<file path="src/logic/sbp_defines.svh">
// Constants of the SDRAM bank precharge block: timing, mode fields, register map.
`ifndef SBP_DEFINES_SVH
`define SBP_DEFINES_SVH
// ==========================================================================
// Clock and timing
`define SBP_CLK_NS 40
`define SBP_TRP_NS 18
`define SBP_TWR_NS 15
`define SBP_ROW_ACTIVE_TIME_NS 42
// Least times round up to whole clock cycles.
`define SBP_TRP_CYC (((`SBP_TRP_NS) + (`SBP_CLK_NS) - 1) / (`SBP_CLK_NS))
`define SBP_TWR_CYC (((`SBP_TWR_NS) + (`SBP_CLK_NS) - 1) / (`SBP_CLK_NS))
`define SBP_ROW_ACTIVE_TIME_CYC (((`SBP_ROW_ACTIVE_TIME_NS) + (`SBP_CLK_NS) - 1) / (`SBP_CLK_NS))
// ==========================================================================
// Mode word fields carried on the address lines
`define SBP_MODE_BL 2:0
`define SBP_MODE_CL 5:4
`define SBP_MODE_WBM 9
`define SBP_BL_CONT 3'h7
`define SBP_COL 3:0
`define SBP_MASK_CYC 2'h2
`define SBP_CL_RST 2'h2
// ==========================================================================
// Controller register map and command word fields
`define SBP_REG_CMD 8'h00
`define SBP_REG_WDATA 8'h04
`define SBP_REG_STATUS 8'h08
`define SBP_REG_RDATA 8'h0c
`define SBP_CW_OP 2:0
`define SBP_CW_BA 5:4
`define SBP_CW_A10 6
`define SBP_CW_ADDR 25:16
`endif

</file>
<file path="src/logic/sbp_pkg.sv">
// Types shared by both ends of the SDRAM bank precharge link.
package sbp_pkg;
   typedef enum logic [2:0] {
      SBP_CMD_NOP = 3'h0,
      SBP_CMD_ACT = 3'h1,
      SBP_CMD_READ = 3'h2,
      SBP_CMD_WRITE = 3'h3,
      SBP_CMD_PRE = 3'h4,
      SBP_CMD_MRS = 3'h5
   } sbp_cmd_t;
   typedef enum logic [2:0] {
      SBP_BANK_IDLE = 3'h1,
      SBP_BANK_ACTIVE = 3'h2,
      SBP_BANK_PRECH = 3'h4
   } sbp_bank_t;
   typedef enum logic [2:0] {
      SBP_CS_IDLE = 3'h1,
      SBP_CS_WAIT = 3'h2,
      SBP_CS_MASK = 3'h4
   } sbp_ctl_state_t;
endpackage

</file>
<file path="src/logic/sbp_link_if.sv">
// Command, address, mask and data link between controller and memory device.
`timescale 1ns/100ps
`default_nettype none
interface sbp_link_if;
   import sbp_pkg::*;
   sbp_cmd_t cmd;
   logic [1:0] ba;
   logic a10;
   logic [9:0] addr;
   logic dqm;
   logic [15:0] dq_ctl;
   logic dq_ctl_oe;
   logic [15:0] dq_dev;
   logic dq_dev_oe;
   modport dev(input cmd, ba, a10, addr, dqm, dq_ctl, dq_ctl_oe, output dq_dev, dq_dev_oe);
   modport ctl(output cmd, ba, a10, addr, dqm, dq_ctl, dq_ctl_oe, input dq_dev, dq_dev_oe);
endinterface
`default_nettype wire

</file>
<file path="src/logic/sbp_ctl.sv">
// Controller end: AHB-Lite register slave that issues paced commands on the link.
`include "sbp_defines.svh"
`timescale 1ns/100ps
`default_nettype none
module sbp_ctl (
   // Clock and reset
   input wire logic i_clk,
   input wire logic i_resetn,
   // AHB-Lite slave
   input wire logic i_hsel,
   input wire logic [31:0] i_haddr,
   input wire logic [1:0] i_htrans,
   input wire logic i_hwrite,
   input wire logic [2:0] i_hsize,
   input wire logic [31:0] i_hwdata,
   input wire logic i_hready,
   output logic o_hreadyout,
   output logic [31:0] o_hrdata,
   output logic o_hresp,
   // Link to the device
   sbp_link_if.ctl link
);
   import sbp_pkg::*;

   // ==========================================================================
   // Bus phase and registers
   logic ph_v;
   logic ph_w;
   logic [7:0] ph_a;
   sbp_ctl_state_t state;
   sbp_cmd_t q_op;
   logic [1:0] q_ba;
   logic q_a10;
   logic [9:0] q_addr;
   logic [15:0] wdata;
   logic [15:0] rdata;
   logic rvld;
   logic [2:0] c_bl;
   logic [1:0] c_cl;
   logic c_wbm;
   logic [1:0] mcnt;
   logic [4:0] rd_busy;
   logic [3:0] wr_left;
   logic [4:0] ag [0:3];
   logic [4:0] pg [0:3];
   logic [3:0] ag_z;
   logic [3:0] pg_z;

   wire logic busy = (state != SBP_CS_IDLE);
   wire logic cmd_wr = ph_v && ph_w && (ph_a == `SBP_REG_CMD);
   wire logic bus_done = ph_v && o_hreadyout;
   wire logic is_wr = (q_op == SBP_CMD_WRITE);
   wire logic all_bank = ((q_op == SBP_CMD_PRE) && q_a10) || (q_op == SBP_CMD_MRS);
   // act, read and write wait the bank's guard; precharge also waits recovery
   wire logic ok_one = ag_z[q_ba] && ((q_op != SBP_CMD_PRE) || pg_z[q_ba]);
   wire logic ok = all_bank ? ((&ag_z) && (&pg_z)) : ok_one;
   // a write that follows read data masks the bus first
   wire logic need_mask = is_wr && (rd_busy != 5'h00);
   wire logic issue = ((state == SBP_CS_WAIT) && ok && !need_mask) || ((state == SBP_CS_MASK) && (mcnt == 2'h1));
   wire logic mask_go = (state == SBP_CS_WAIT) && ok && need_mask;
   // a read ends the running write data at once
   wire logic rd_issue = issue && (q_op == SBP_CMD_READ);
   wire logic [4:0] clen = (is_wr && c_wbm) ? 5'h01 : (5'h01 << c_bl[1:0]);
   // auto precharge guard counted as the latest legal explicit precharge
   wire logic [4:0] ap_guard = clen + 5'(`SBP_ROW_ACTIVE_TIME_CYC) + 5'(`SBP_TRP_CYC) + (is_wr ? 5'(`SBP_TWR_CYC) : 5'h00);

   assign o_hreadyout = !(cmd_wr && busy);
   assign o_hresp = 1'b0;
   assign o_hrdata = (ph_a == `SBP_REG_STATUS) ? {30'h0, rvld, busy} :
                     (ph_a == `SBP_REG_RDATA) ? {16'h0000, rdata} :
                     (ph_a == `SBP_REG_WDATA) ? {16'h0000, wdata} : 32'h0;

   always_ff @(posedge i_clk or negedge i_resetn) begin
      if (!i_resetn) begin
         ph_v <= 1'b0;
         ph_w <= 1'b0;
         ph_a <= 8'h00;
      end else if (i_hready) begin
         ph_v <= i_hsel && i_htrans[1];
         ph_w <= i_hwrite;
         ph_a <= i_haddr[7:0];
      end
   end

   // ==========================================================================
   // Command sequencer
   always_ff @(posedge i_clk or negedge i_resetn) begin
      if (!i_resetn) begin
         state <= SBP_CS_IDLE;
         q_op <= SBP_CMD_NOP;
         q_ba <= 2'h0;
         q_a10 <= 1'b0;
         q_addr <= 10'h000;
         mcnt <= 2'h0;
      end else begin
         unique case (state)
            SBP_CS_IDLE: begin
               if (bus_done && cmd_wr) begin
                  q_op <= sbp_cmd_t'(i_hwdata[`SBP_CW_OP]);
                  q_ba <= i_hwdata[`SBP_CW_BA];
                  q_a10 <= i_hwdata[`SBP_CW_A10];
                  q_addr <= i_hwdata[`SBP_CW_ADDR];
                  state <= SBP_CS_WAIT;
               end
            end
            SBP_CS_WAIT: begin
               if (issue) begin
                  state <= SBP_CS_IDLE;
               end else if (ok && need_mask) begin
                  state <= SBP_CS_MASK;
                  mcnt <= `SBP_MASK_CYC;
               end
            end
            SBP_CS_MASK: begin
               mcnt <= mcnt - 2'h1;
               if (issue) begin
                  state <= SBP_CS_IDLE;
               end
            end
            default: begin
               state <= SBP_CS_IDLE;
            end
         endcase
      end
   end

   // ==========================================================================
   // Link drive, data and mode snoop
   always_ff @(posedge i_clk or negedge i_resetn) begin
      if (!i_resetn) begin
         link.cmd <= SBP_CMD_NOP;
         link.ba <= 2'h0;
         link.a10 <= 1'b0;
         link.addr <= 10'h000;
         link.dqm <= 1'b0;
         link.dq_ctl <= 16'h0000;
         link.dq_ctl_oe <= 1'b0;
         wdata <= 16'h0000;
         rdata <= 16'h0000;
         rvld <= 1'b0;
         c_bl <= 3'h0;
         c_cl <= `SBP_CL_RST;
         c_wbm <= 1'b0;
         rd_busy <= 5'h00;
         wr_left <= 4'h0;
      end else begin
         link.cmd <= issue ? q_op : SBP_CMD_NOP;
         link.ba <= q_ba;
         link.a10 <= q_a10;
         link.addr <= q_addr;
         // the mask stands for the two cycles before the write
         link.dqm <= ((state == SBP_CS_MASK) && !issue) || mask_go;
         link.dq_ctl <= wdata;
         link.dq_ctl_oe <= (issue && is_wr) || ((wr_left > 4'h1) && !rd_issue);
         if (issue && is_wr) begin
            wr_left <= clen[3:0];
         end else if (rd_issue) begin
            wr_left <= 4'h0;
         end else if (wr_left != 4'h0) begin
            wr_left <= wr_left - 4'h1;
         end
         if (rd_issue) begin
            rd_busy <= clen + 5'(c_cl);
         end else if (rd_busy != 5'h00) begin
            rd_busy <= rd_busy - 5'h01;
         end
         if (issue && (q_op == SBP_CMD_MRS)) begin
            c_bl <= q_addr[`SBP_MODE_BL];
            c_cl <= q_addr[`SBP_MODE_CL];
            c_wbm <= q_addr[`SBP_MODE_WBM];
         end
         if (bus_done && ph_w && (ph_a == `SBP_REG_WDATA)) begin
            wdata <= i_hwdata[15:0];
         end
         if (link.dq_dev_oe) begin
            rdata <= link.dq_dev;
         end
         // A new word wins over a read of the data register in the same cycle.
         rvld <= link.dq_dev_oe || (rvld && !(bus_done && !ph_w && (ph_a == `SBP_REG_RDATA)));
      end
   end

   // ==========================================================================
   // Per-bank guards
   genvar gi;
   for (gi = 0; gi < 4; gi = gi + 1) begin : g_guard
      wire logic hit = issue && (all_bank || (q_ba == 2'(gi)));
      assign ag_z[gi] = (ag[gi] == 5'h00);
      assign pg_z[gi] = (pg[gi] == 5'h00);
      always_ff @(posedge i_clk or negedge i_resetn) begin
         if (!i_resetn) begin
            ag[gi] <= 5'h00;
            pg[gi] <= 5'h00;
         end else begin
            if (hit && (q_op == SBP_CMD_PRE)) begin
               ag[gi] <= 5'(`SBP_TRP_CYC);
            end else if (hit && (q_op != SBP_CMD_ACT) && (q_op != SBP_CMD_MRS) && q_a10) begin
               ag[gi] <= ap_guard;
            end else if (!ag_z[gi]) begin
               ag[gi] <= ag[gi] - 5'h01;
            end
            // recovery after the last write data before a precharge
            if (hit && is_wr) begin
               pg[gi] <= clen - 5'h01 + 5'(`SBP_TWR_CYC);
            end else if (!pg_z[gi]) begin
               pg[gi] <= pg[gi] - 5'h01;
            end
         end
      end
   end
endmodule // sbp_ctl
`default_nettype wire

</file>
<file path="src/flat_wrapper.sv">
// flat-port wrapper written by rule: the top's interface ports become plain ports
module sbp_ctl_flat import sbp_pkg::*;
  (i_clk, i_resetn, i_hsel, i_haddr, i_htrans, i_hwrite, i_hsize, i_hwdata, i_hready, o_hreadyout, o_hrdata, o_hresp, link_cmd, link_ba, link_a10, link_addr, link_dqm, link_dq_ctl, link_dq_ctl_oe, link_dq_dev, link_dq_dev_oe);
  sbp_link_if link_i ();
  input wire logic i_clk;
  input wire logic i_resetn;
  input wire logic i_hsel;
  input wire logic [31:0] i_haddr;
  input wire logic [1:0] i_htrans;
  input wire logic i_hwrite;
  input wire logic [2:0] i_hsize;
  input wire logic [31:0] i_hwdata;
  input wire logic i_hready;
  output logic o_hreadyout;
  output logic [31:0] o_hrdata;
  output logic o_hresp;
  output wire logic [$bits(link_i.cmd)-1:0] link_cmd;
  output wire logic [$bits(link_i.ba)-1:0] link_ba;
  output wire logic [$bits(link_i.a10)-1:0] link_a10;
  output wire logic [$bits(link_i.addr)-1:0] link_addr;
  output wire logic [$bits(link_i.dqm)-1:0] link_dqm;
  output wire logic [$bits(link_i.dq_ctl)-1:0] link_dq_ctl;
  output wire logic [$bits(link_i.dq_ctl_oe)-1:0] link_dq_ctl_oe;
  input wire logic [$bits(link_i.dq_dev)-1:0] link_dq_dev;
  input wire logic [$bits(link_i.dq_dev_oe)-1:0] link_dq_dev_oe;
  assign link_cmd = link_i.cmd;
  assign link_ba = link_i.ba;
  assign link_a10 = link_i.a10;
  assign link_addr = link_i.addr;
  assign link_dqm = link_i.dqm;
  assign link_dq_ctl = link_i.dq_ctl;
  assign link_dq_ctl_oe = link_i.dq_ctl_oe;
  assign link_i.dq_dev = link_dq_dev;
  assign link_i.dq_dev_oe = link_dq_dev_oe;
  sbp_ctl u_core (.i_clk(i_clk), .i_resetn(i_resetn), .i_hsel(i_hsel), .i_haddr(i_haddr), .i_htrans(i_htrans), .i_hwrite(i_hwrite), .i_hsize(i_hsize), .i_hwdata(i_hwdata), .i_hready(i_hready), .o_hreadyout(o_hreadyout), .o_hrdata(o_hrdata), .o_hresp(o_hresp), .link(link_i));
endmodule
</file>
<file path="config.mk">
export PLATFORM = sky130hd
export DESIGN_NAME = sbp_ctl_flat
export DESIGN_NICKNAME = d
export VERILOG_FILES = /design/src/logic/sbp_pkg.sv /design/src/logic/sbp_link_if.sv /design/src/logic/sbp_ctl.sv /design/src/flat_wrapper.sv
export VERILOG_INCLUDE_DIRS = /design/src /design/src/logic
export SDC_FILE = /design/constraint.sdc
export NUM_CORES = 1
export LEC_CHECK = 0
export ABC_CLOCK_PERIOD_IN_PS = 2700
export BUFFER_PORTS_ARGS = -buffer_cell sky130_fd_sc_hd__clkbuf_2
export CAP_MARGIN = 20
export CORE_UTILIZATION = 45
export DETAILED_ROUTE_END_ITERATION = 12
export PLACE_DENSITY_LB_ADDON = 0.08
export SLEW_MARGIN = 10
export SYNTH_ARGS = -nofsm -noshare
export SYNTH_HDL_FRONTEND = slang
export SYNTH_SLANG_ARGS = --single-unit
export TNS_END_PERCENT = 20
</file>
<file path="constraint.sdc">
create_clock -name i_clk -period 2.7 [get_ports i_clk]
set_clock_uncertainty 0.15 [all_clocks]
set_input_delay 0.27 -clock i_clk [delete_from_list [all_inputs] [get_ports i_clk]]
set_output_delay 0.27 -clock i_clk [all_outputs]
set_load 0.1 [all_outputs]
</file>
==> reports/results.txt, run 1 <==
The most critical setup path has its startpoint at u_core.ag[6]$_DFFE_PN0P_. In the routed design, unresolved DRC markers number 0. sky130_fd_sc_hd__dfrtp_1 is the most common cell in the netlist. The mean post-synth cell area was 11.8 um^2. The final-layout setup total negative slack was -1.58 ns; the final antenna diode count was 0. Buffer levels on the longest clock path: 2. The run finished, with violations left. During placement, the flow inserted port buffers numbering 107. The run gives -0.108 ns as the final critical-path setup slack.

The number of non-filler instances in the completed layout is 1124. The number of clock sinks is 152, and the worst-case register-to-register setup slack is -0.11 ns. Global routing used 38.9% of the available met2 tracks. Compared with the post-synthesis result, the final layout area differs by 38.4%. For this run, the leading register cell type out of synthesis is sky130_fd_sc_hd__dfrtp_1. The run gives 27.2% as the met1 layer usage reported by global route. The run gives 17000 um^2 as the overall die area.

The top-area cell type share of the netlist area is 50.5%. By area the synthesized netlist is led by sky130_fd_sc_hd__dfrtp_1, sky130_fd_sc_hd__mux2_2, sky130_fd_sc_hd__mux2i_1. The combinational fraction of design power is 37.9%, and the post-detailed-route via-to-cell ratio is 4.98. The destination of the critical timing path is u_core.c_bl[1]$_DFFE_PN0P_.

The congestion estimate from routability-driven global placement came to 0.792. The clock-pin transition on the worst setup and hold timing paths is 0.07 ns, and the H-tree level count is 4. In this run the tightest slew margin relative to its limit is 49.9%. For this design the static power due to leakage is 4.85 nW. In this run, synthesis produced a sequential element count of 152. The shortest clock period the worst path allows after layout was 2.81 ns.

At the pin with the least slew margin, the transition time is 0.743 ns. The internal portion of the total power is 5.78 mW. The length in cells of the worst reg-to-reg path came out at 9.

The run gives 10300 um^2 as the area of all placed cells without fillers. The tools report the kind of start point of the critical path as a flop. Standard cell core area: 16000 um^2.

The data required time at the worst endpoint was 2.85 ns; the number of distinct library cells after synthesis was 67. Max-cap violations in this run came to 0. For the largest net degree at the start of global routing, the log shows 72.

The floorplan step set the die width to 131 um. The checks that failed: negative setup slack. The count of yosys warnings during synthesis was 0; the part of the cycle the worst path needs was 104%. The tools report the number of setup violations in the final report as 28. The type of the worst setup path was flop to flop. For this design the total switching power over the nets is 3.02 mW. The endpoint identified for the worst register-to-register timing path is u_core.c_bl[1]$_DFFE_PN0P_. The clock insertion delay at the later pin of the skew report is 0.42 ns, and the wire length of the first global-routing pass is 28.6 mm. The commonest cells after synthesis are sky130_fd_sc_hd__dfrtp_1, sky130_fd_sc_hd__mux2_2, sky130_fd_sc_hd__nand2_1, sky130_fd_sc_hd__nor2_1, sky130_fd_sc_hd__mux2i_1. The classification of the worst-slack hold path is input pin to flop. For the post-placement cell count, the log shows 1029. The root buffer selected by CTS is sky130_fd_sc_hd__clkbuf_16. The final layout contains routed wiring with a total length of 17.6 mm.

Total number of placement rows: 46. The clock power share was 26.2%. The tools report the number of top-level pins as 159.

Setup repair after global routing could not meet its margin everywhere. The count of endpoints failing hold in the final timing report is 0. The number of synthesized flops with an enable pin is 0. The total congestion overflow after global routing came out at 0. For the number of search-and-repair iterations in the first detailed-routing pass, the log shows 4. The share of post-route cells with drive strength above 1 was 41.5%; the sequential cell fraction of total power was 35.8%.

The routing layer with the top usage in global route is met2. The worst-case IR drop observed on VDD is 0.444 mV. The number of global-route vias before repair was 5905; the count of filler cells inserted in the layout was 1289.

In the synthesized netlist the async set-or-reset flop fraction comes to 100%. The average routed wire per standard cell works out to 15.6 um. TritonCTS built the clock tree. The tools report the element type at the critical path end as a flop. The areal power density over the cells is 855 nW/um^2, and the standard cell area after detailed placement is 8830 um^2.

The number of nets in the layout came out at 1012. The overall fraction of global-route tracks in use was 22.1%; the switching power as a share of total power was 34.3%. Once detail routing completed, the nets flagged for antenna violations numbered 0. The initial antenna violation count came out at 0.

Global routing consumed, on the met3 layer, 4.76% of the routing resources. Once layout is complete, the utilization of the core stands at 64.3%. The floorplan step set the die height to 131 um.

The maximum net fanout on the critical path came out at 5. At the worst endpoint, the arrival time is 2.96 ns. Counting every instance in the synthesized netlist gives 629. Summed over all nets, the half-perimeter wirelength after detailed placement is 12.4 mm. The beginning of the worst register-to-register path was u_core.ag[6]$_DFFE_PN0P_. Of all cell types, the one taking the most synthesized area is sky130_fd_sc_hd__dfrtp_1. Buffers inserted during clock tree synthesis total 17. The first routing iteration left 220 violations.

Sequential elements use 51.2% of the synthesized area. The tools report the number of max-slew violations in the final report as 0. Derived from the worst setup path, the maximum achievable clock frequency is 356 MHz. For this configuration, the core starts out at a cell density of 46.5%.

The mapped netlist covers 7440 um^2. Number of vias in the routed layout: 5603. Hold is met by 0.0860 ns.
-- cell usage in the layout, fill, tap and decap left out, types with 4 or more instances in the layout --
cell type / n
sky130_fd_sc_hd__inv_1: 23
sky130_fd_sc_hd__nor2_1: 41
sky130_fd_sc_hd__xor2_1: 9
sky130_fd_sc_hd__nand3_1: 8
sky130_fd_sc_hd__a21oi_1: 20
sky130_fd_sc_hd__ha_4: 4
sky130_fd_sc_hd__clkbuf_16: 17
sky130_fd_sc_hd__nand2_1: 48
sky130_fd_sc_hd__nor3_1: 13
sky130_fd_sc_hd__mux2_4: 8
sky130_fd_sc_hd__xnor2_1: 21
sky130_fd_sc_hd__nand3b_1: 8
sky130_fd_sc_hd__or3_1: 7
sky130_fd_sc_hd__o21ai_0: 13
sky130_fd_sc_hd__conb_1: 17
sky130_fd_sc_hd__clkbuf_2: 104
sky130_fd_sc_hd__inv_2: 11
sky130_fd_sc_hd__nor4b_4: 6
sky130_fd_sc_hd__and2_1: 7
sky130_fd_sc_hd__mux2i_1: 34
sky130_fd_sc_hd__mux2_2: 59
sky130_fd_sc_hd__buf_6: 9
sky130_fd_sc_hd__dlygate4sd3_1: 54
sky130_fd_sc_hd__clkinv_4: 4
sky130_fd_sc_hd__o21ai_1: 5
sky130_fd_sc_hd__ha_1: 18
sky130_fd_sc_hd__buf_4: 92
sky130_fd_sc_hd__dfrtp_1: 150
sky130_fd_sc_hd__a21oi_2: 6
sky130_fd_sc_hd__o32ai_2: 8
-- per-stage QoR --
step | setup WS, ns | power [mW]
2_1_floorplan | -0.248 | 5.08
3_3_place_gp | -0.137 | 5.95
3_5_place_dp | -0.176 | 6.10
4_1_cts | -0.119 | 8.73
5_1_grt | -0.193 | 9.35
6_report | -0.108 | 8.80
-- sequential cells by signal, summed over array words and instances, names as in the netlist, 2 cells and up --
register,cells
u_core.rd_busy,5
u_core.q_ba,2
u_core.ag,20
u_core.link.ba,2
u_core.c_cl,2
u_core.link.dq_ctl,16
u_core.wdata,16
u_core.mcnt,2
u_core.q_addr,10
u_core.pg,20
u_core.state,3
u_core.rdata,16
u_core.ph_a,8
u_core.q_op,3
u_core.link.cmd,3
u_core.wr_left,4
u_core.c_bl,2
u_core.link.addr,10
-- worst max-delay path, stage by stage (launching register included) --
cell                        delay (ns)
sky130_fd_sc_hd__dfrtp_1          0.40
sky130_fd_sc_hd__inv_2            0.09
sky130_fd_sc_hd__ha_4             0.13
sky130_fd_sc_hd__nor4b_4          0.30
sky130_fd_sc_hd__o2111ai_2        0.18
sky130_fd_sc_hd__or4_4            0.48
sky130_fd_sc_hd__a21o_1           0.24
sky130_fd_sc_hd__a211oi_4         0.27
sky130_fd_sc_hd__buf_12           0.16
sky130_fd_sc_hd__mux2_4           0.29
-- layer usage --
metal	vias to the layer above	share of wire, %
li1	2710	-
met1	2769	44
met2	107	51
met3	17	3.8
met4	0	1.1
met5	-	0
-- kinds of logic after synthesis --
kind of cell / after synthesis / share of synthesized area, %
AO/OA/AOI/OAI: 87 / 8.24
adder cells (fa/ha/maj): 26 / 4.48
buffers and inverters: 66 / 4.54
other: 1 / 0.0504
AND/OR/NAND/NOR: 163 / 12.2
multiplexers: 104 / 15.8
XOR/XNOR: 30 / 3.53
flip-flops: 152 / 51.2
-- power groups by stage --
stage | combinational [mW] | sequential [mW] | clock, mW
after floorplan | 1.78 | 3.29 | 0
after global placement | 2.82 | 3.13 | 0
after detailed placement | 2.94 | 3.16 | 0
after CTS | 3.24 | 3.13 | 2.35
after global routing | 3.69 | 3.21 | 2.45
final | 3.34 | 3.15 | 2.31
-- worst min path at each step --
stage          cells past startpoint  slack [ns]                  endpoint      from
2_1_floorplan                      0       -0.18  u_core.ag[0]$_DFFE_PN0P_  i_resetn
3_3_place_gp                       1        0.17  u_core.pg[9]$_DFFE_PN0P_  i_resetn
3_5_place_dp                       1        0.18  u_core.pg[9]$_DFFE_PN0P_  i_resetn
4_1_cts                            2        0.08   u_core.ph_v$_DFFE_PN0P_  i_hready
5_1_grt                            2        0.12   u_core.ph_v$_DFFE_PN0P_  i_hready
6_report                           2        0.09   u_core.ph_v$_DFFE_PN0P_  i_hready
-- timing repair --
action | in CTS | in global routing
hold endpoints to repair | 125 | 0
resized for setup | 40 | 35
pin swaps | 11 | 12
setup endpoints to repair | 53 | 64
hold buffers | 54 | 0
setup buffers | 8 | 2
-- final cells by class --
type / instances / area [um^2] / share of cell area (%)
well taps: 216 / 270 / 2.63
inverters: 34 / 128 / 1.24
multi-input cells: 427 / 3610 / 35.1
clock inverters: 13 / 140 / 1.36
flip-flops and latches: 152 / 3810 / 37.0
clock buffers: 19 / 433 / 4.21
repair buffers: 263 / 1900 / 18.5
Power figures use the tool's default switching activity.
==> inputs of run 2 (changes only) <==
==> constraint.sdc (replaced) <==
create_clock -name i_clk -period 2.7 [get_ports i_clk]
set_clock_uncertainty 0.15 [all_clocks]
set_input_delay 0.54 -clock i_clk [delete_from_list [all_inputs] [get_ports i_clk]]
set_output_delay 0.54 -clock i_clk [all_outputs]
set_load 0.1 [all_outputs]
==> reports/results.txt, run 2 (same netlist as run 1, synthesis figures left out) <==
The worst hold path was traced through 2 stages. The logs give -0.200 ns for the post-place setup slack and 4.73 nW for the leakage component of the power. Summed over all layers, the routed wires come to 17.9 mm. The shortest clock period the worst path allows after layout was 2.86 ns; the number of max-slew violations in the final report was 0. For the H-tree level count, the log shows 4. The maximum net fanout on the critical path is 7. The design draws 9.07 mW. The first global-routing pass estimated 28.6 mm of wire. The power spent charging and discharging nets is 3.01 mW, and the number of routed nets with antenna violations is 0. For the worst flop-to-flop path, the logic depth is 11. The tools report the sequential cell fraction of total power as 34.9%. The logs give -0.161 ns for the final critical-path setup slack and 6.05 mW for the cell-internal power. The type of the worst setup path was flop to flop. The checks that failed: negative setup slack. The commonest non-fill, non-tap cell in the layout is sky130_fd_sc_hd__dfrtp_1. In this run the worst hold path is classified as input pin to flop. In this run the cell area measured after placement is 9100 um^2. Transition time of the tightest slew-check pin: 0.613 ns. The element type at the critical path end is a flop. The run gives 5783 as the number of global-route vias before repair. The post-route netlist has 45.4% of its cells at a drive strength greater than 1. Setup violations remaining at the end of the flow were counted as 48. For this run, the slowest stage of the critical path takes 0.49 ns.

The finished cells cover 10200 um^2. In this run, the number of DRC markers left after iteration 0 of detailed routing was 199. Cell with the biggest individual delay on the critical path: sky130_fd_sc_hd__mux4_2.

Global routing used 22.2% of the available tracks across all layers. Combinational fraction of design power: 37.6%. Net switching is 33.2% of the power.

The signal on the critical path passes through inv_2, ha_4, nor4b_1, buf_4, mux4_2, o311ai_4, a21o_1, buf_6, a21oi_2, buf_6, o32ai_2. The clock network is responsible for 27.5% of the overall power. Summed over all layers, the global routing overflow is 0. For this run, global-route usage on met1 was measured as 25.6%.

From bottom edge to top edge, the die measures 131 um. The kind of start point of the critical path was a flop. The number of nets in the layout is 962, and the number of non-filler instances in the completed layout is 1071. The area overhead of the layout relative to synthesis is 36.6%, and the buffer levels on the longest clock path is 2. For the post-placement cell count, the log shows 1029. The worst-case IR drop observed on VDD is 0.456 mV. The worst relative slew slack was 58.7%; the final antenna diode count was 0. Count of endpoints failing hold in the final timing report: 0. In the final routed layout, each cell accounts on average for 16.7 um. In this run the power density over the cells is 893 nW/um^2.

In this run, CTS created clock tree buffers numbering 17. Setup repair after global routing could not meet its margin everywhere. The tools report the total number of placement rows as 46. The path with the worst hold slack has its endpoint at u_core.rdata[12]$_DFFE_PN0P_. Beginning of the worst register-to-register path: u_core.pg[0]$_DFFE_PN0P_. The total of buffers placed on input and output ports is 107. The capture point of the worst reg-to-reg path was u_core.ag[12]$_DFFE_PN0P_. The number of buffer and inverter instances along the worst setup path works out to 4. The tree is rooted in a sky130_fd_sc_hd__clkbuf_16.

The flow ran to the end, but the final reports show violations. The initial antenna violation count was 0. Clock tree synthesis found a total of 152 sinks.

Fill cells in the final layout number 1305. The congestion estimate from routability-driven global placement came to 0.805. The tools report the maximum frequency from static timing analysis as 350 MHz. In the final layout, the registers with the most flip-flops are u_core.ag: 20 flops, u_core.pg: 20 flops. In the routed layout, each cell is associated on average with a via count of 5.11.

Before antenna repair, the detailed router went through 5 iterations. In this design, the critical path's most frequently occurring cell is sky130_fd_sc_hd__buf_6. The die extent in x was 131 um. In the layout the commonest cells are sky130_fd_sc_hd__dfrtp_1, sky130_fd_sc_hd__buf_4, sky130_fd_sc_hd__clkbuf_2, sky130_fd_sc_hd__mux2_2, sky130_fd_sc_hd__nand2_1. For the max-capacitance violation count, the log shows 0. Tracing the worst setup path back leads to its startpoint at u_core.pg[0]$_DFFE_PN0P_. The part of the cycle the worst path needs was 106%. For met2 alone, demand over resource in global routing was 38.2%. The logs give 5476 for the number of vias in the routed layout and 0 for the final routed DRC violation total.

Among cell families on the critical path, the largest total delay comes from compound AO/OA/AOI/OAI gates. The run gives -0.16 ns as the worst-case register-to-register setup slack. The run gives 17000 um^2 as the overall die area. Clock-pin slew was measured on the worst setup and hold paths at 0.06 ns. For this design the top-level I/O count stands at 159. At the worst endpoint, the required time is 2.87 ns.

For the worst-skew pair, the clock arrives at the later sink with an insertion delay of 0.42 ns. Once detailed placement completed, the half-perimeter wirelength came to 12.9 mm. Once the floorplan was initialized, standard cells occupied 46.5% of the core. TritonCTS built the clock tree. The routing layer with the top usage in global route is met2.

Entering global routing, the biggest net connects 53 pins. The global routing usage on met3 was 7.65%. Start point of the worst hold path: link_dq_dev[12].

For the worst setup path, the data arrival time is 3.04 ns. The standard cell core area was 16000 um^2.
run 2: cell types whose count changed in the layout (fill, tap and decap cells not counted), moves of 4 or more:
cell / change
sky130_fd_sc_hd__dlygate4sd3_1: -53
sky130_fd_sc_hd__buf_12: +17
sky130_fd_sc_hd__clkbuf_2: -15
sky130_fd_sc_hd__a21oi_1: -6
sky130_fd_sc_hd__nor2_1: -5
sky130_fd_sc_hd__nor2_2: +4
sky130_fd_sc_hd__o21ai_0: +4
run 2: worst register-to-register path, delay by kind of cell, from the launching register on:
family / cells / cell delay, ns
AO/OA/AOI/OAI: 4 / 0.90
adder cells (fa/ha/maj): 1 / 0.16
buffers and inverters: 4 / 0.56
flip-flops: 1 / 0.38
multiplexers: 1 / 0.49
AND/OR/NAND/NOR: 1 / 0.13
run 2: through the flow:
stage / hold WS, ns / TNS [ns] / utilization (%)
floorplan: 0.0944 / -3.02 / -
global placement: 0.200 / -2.15 / 56.9
detailed placement: 0.204 / -6.46 / 56.9
CTS: 0.182 / -3.21 / 62.4
global route: 0.183 / -7.58 / 63.5
finish: 0.197 / -3.48 / 63.5
run 2: worst max path at each step:
stage                                            end  depth (start not counted)  slack [ns]
after floorplan                          o_hrdata[5]                          4       -0.29
after global placement      u_core.c_wbm$_DFFE_PN0P_                          9       -0.12
after detailed placement  u_core.c_bl[1]$_DFFE_PN0P_                          9       -0.20
after CTS                 u_core.c_bl[1]$_DFFE_PN0P_                          9       -0.13
after global routing      u_core.c_bl[1]$_DFFE_PN0P_                          9       -0.26
final                      u_core.ag[12]$_DFFE_PN0P_                         11       -0.16
run 2: layout make-up:
cell class                      instances  area [um^2]  area share (%)
Inverter                               34          128            1.26
Clock inverter                         11          173            1.70
Tap cell                              216          270            2.66
Timing Repair Buffer                  213         1660            16.3
Sequential cell                       152         3810            37.5
Multi-Input combinational cell        427         3680            36.3
Clock buffer                           18          439            4.32
run 2: power by group through the flow:
stage	registers (mW)	clock network (mW)	logic (mW)
5_1_grt	3.21	2.63	3.75
2_1_floorplan	3.29	0	1.79
3_5_place_dp	3.17	0	2.99
3_3_place_gp	3.13	0	2.83
6_report	3.16	2.50	3.41
4_1_cts	3.13	2.54	3.29
run 2: routing by layer:
| layer | part of all wire (%) | up-vias |
|---|---|---|
| met3 | 6.4 | 23 |
| li1 | - | 2594 |
| met4 | 1.8 | 0 |
| met5 | 0 | - |
| met1 | 40 | 2715 |
| met2 | 52 | 144 |
run 2: repair_timing:
item,CTS,global route
hold buffers,1,0
resized for setup,43,35
pin swaps,19,11
buffers inserted,10,5
endpoints found under the setup margin,61,64
endpoints found under the hold margin,30,0
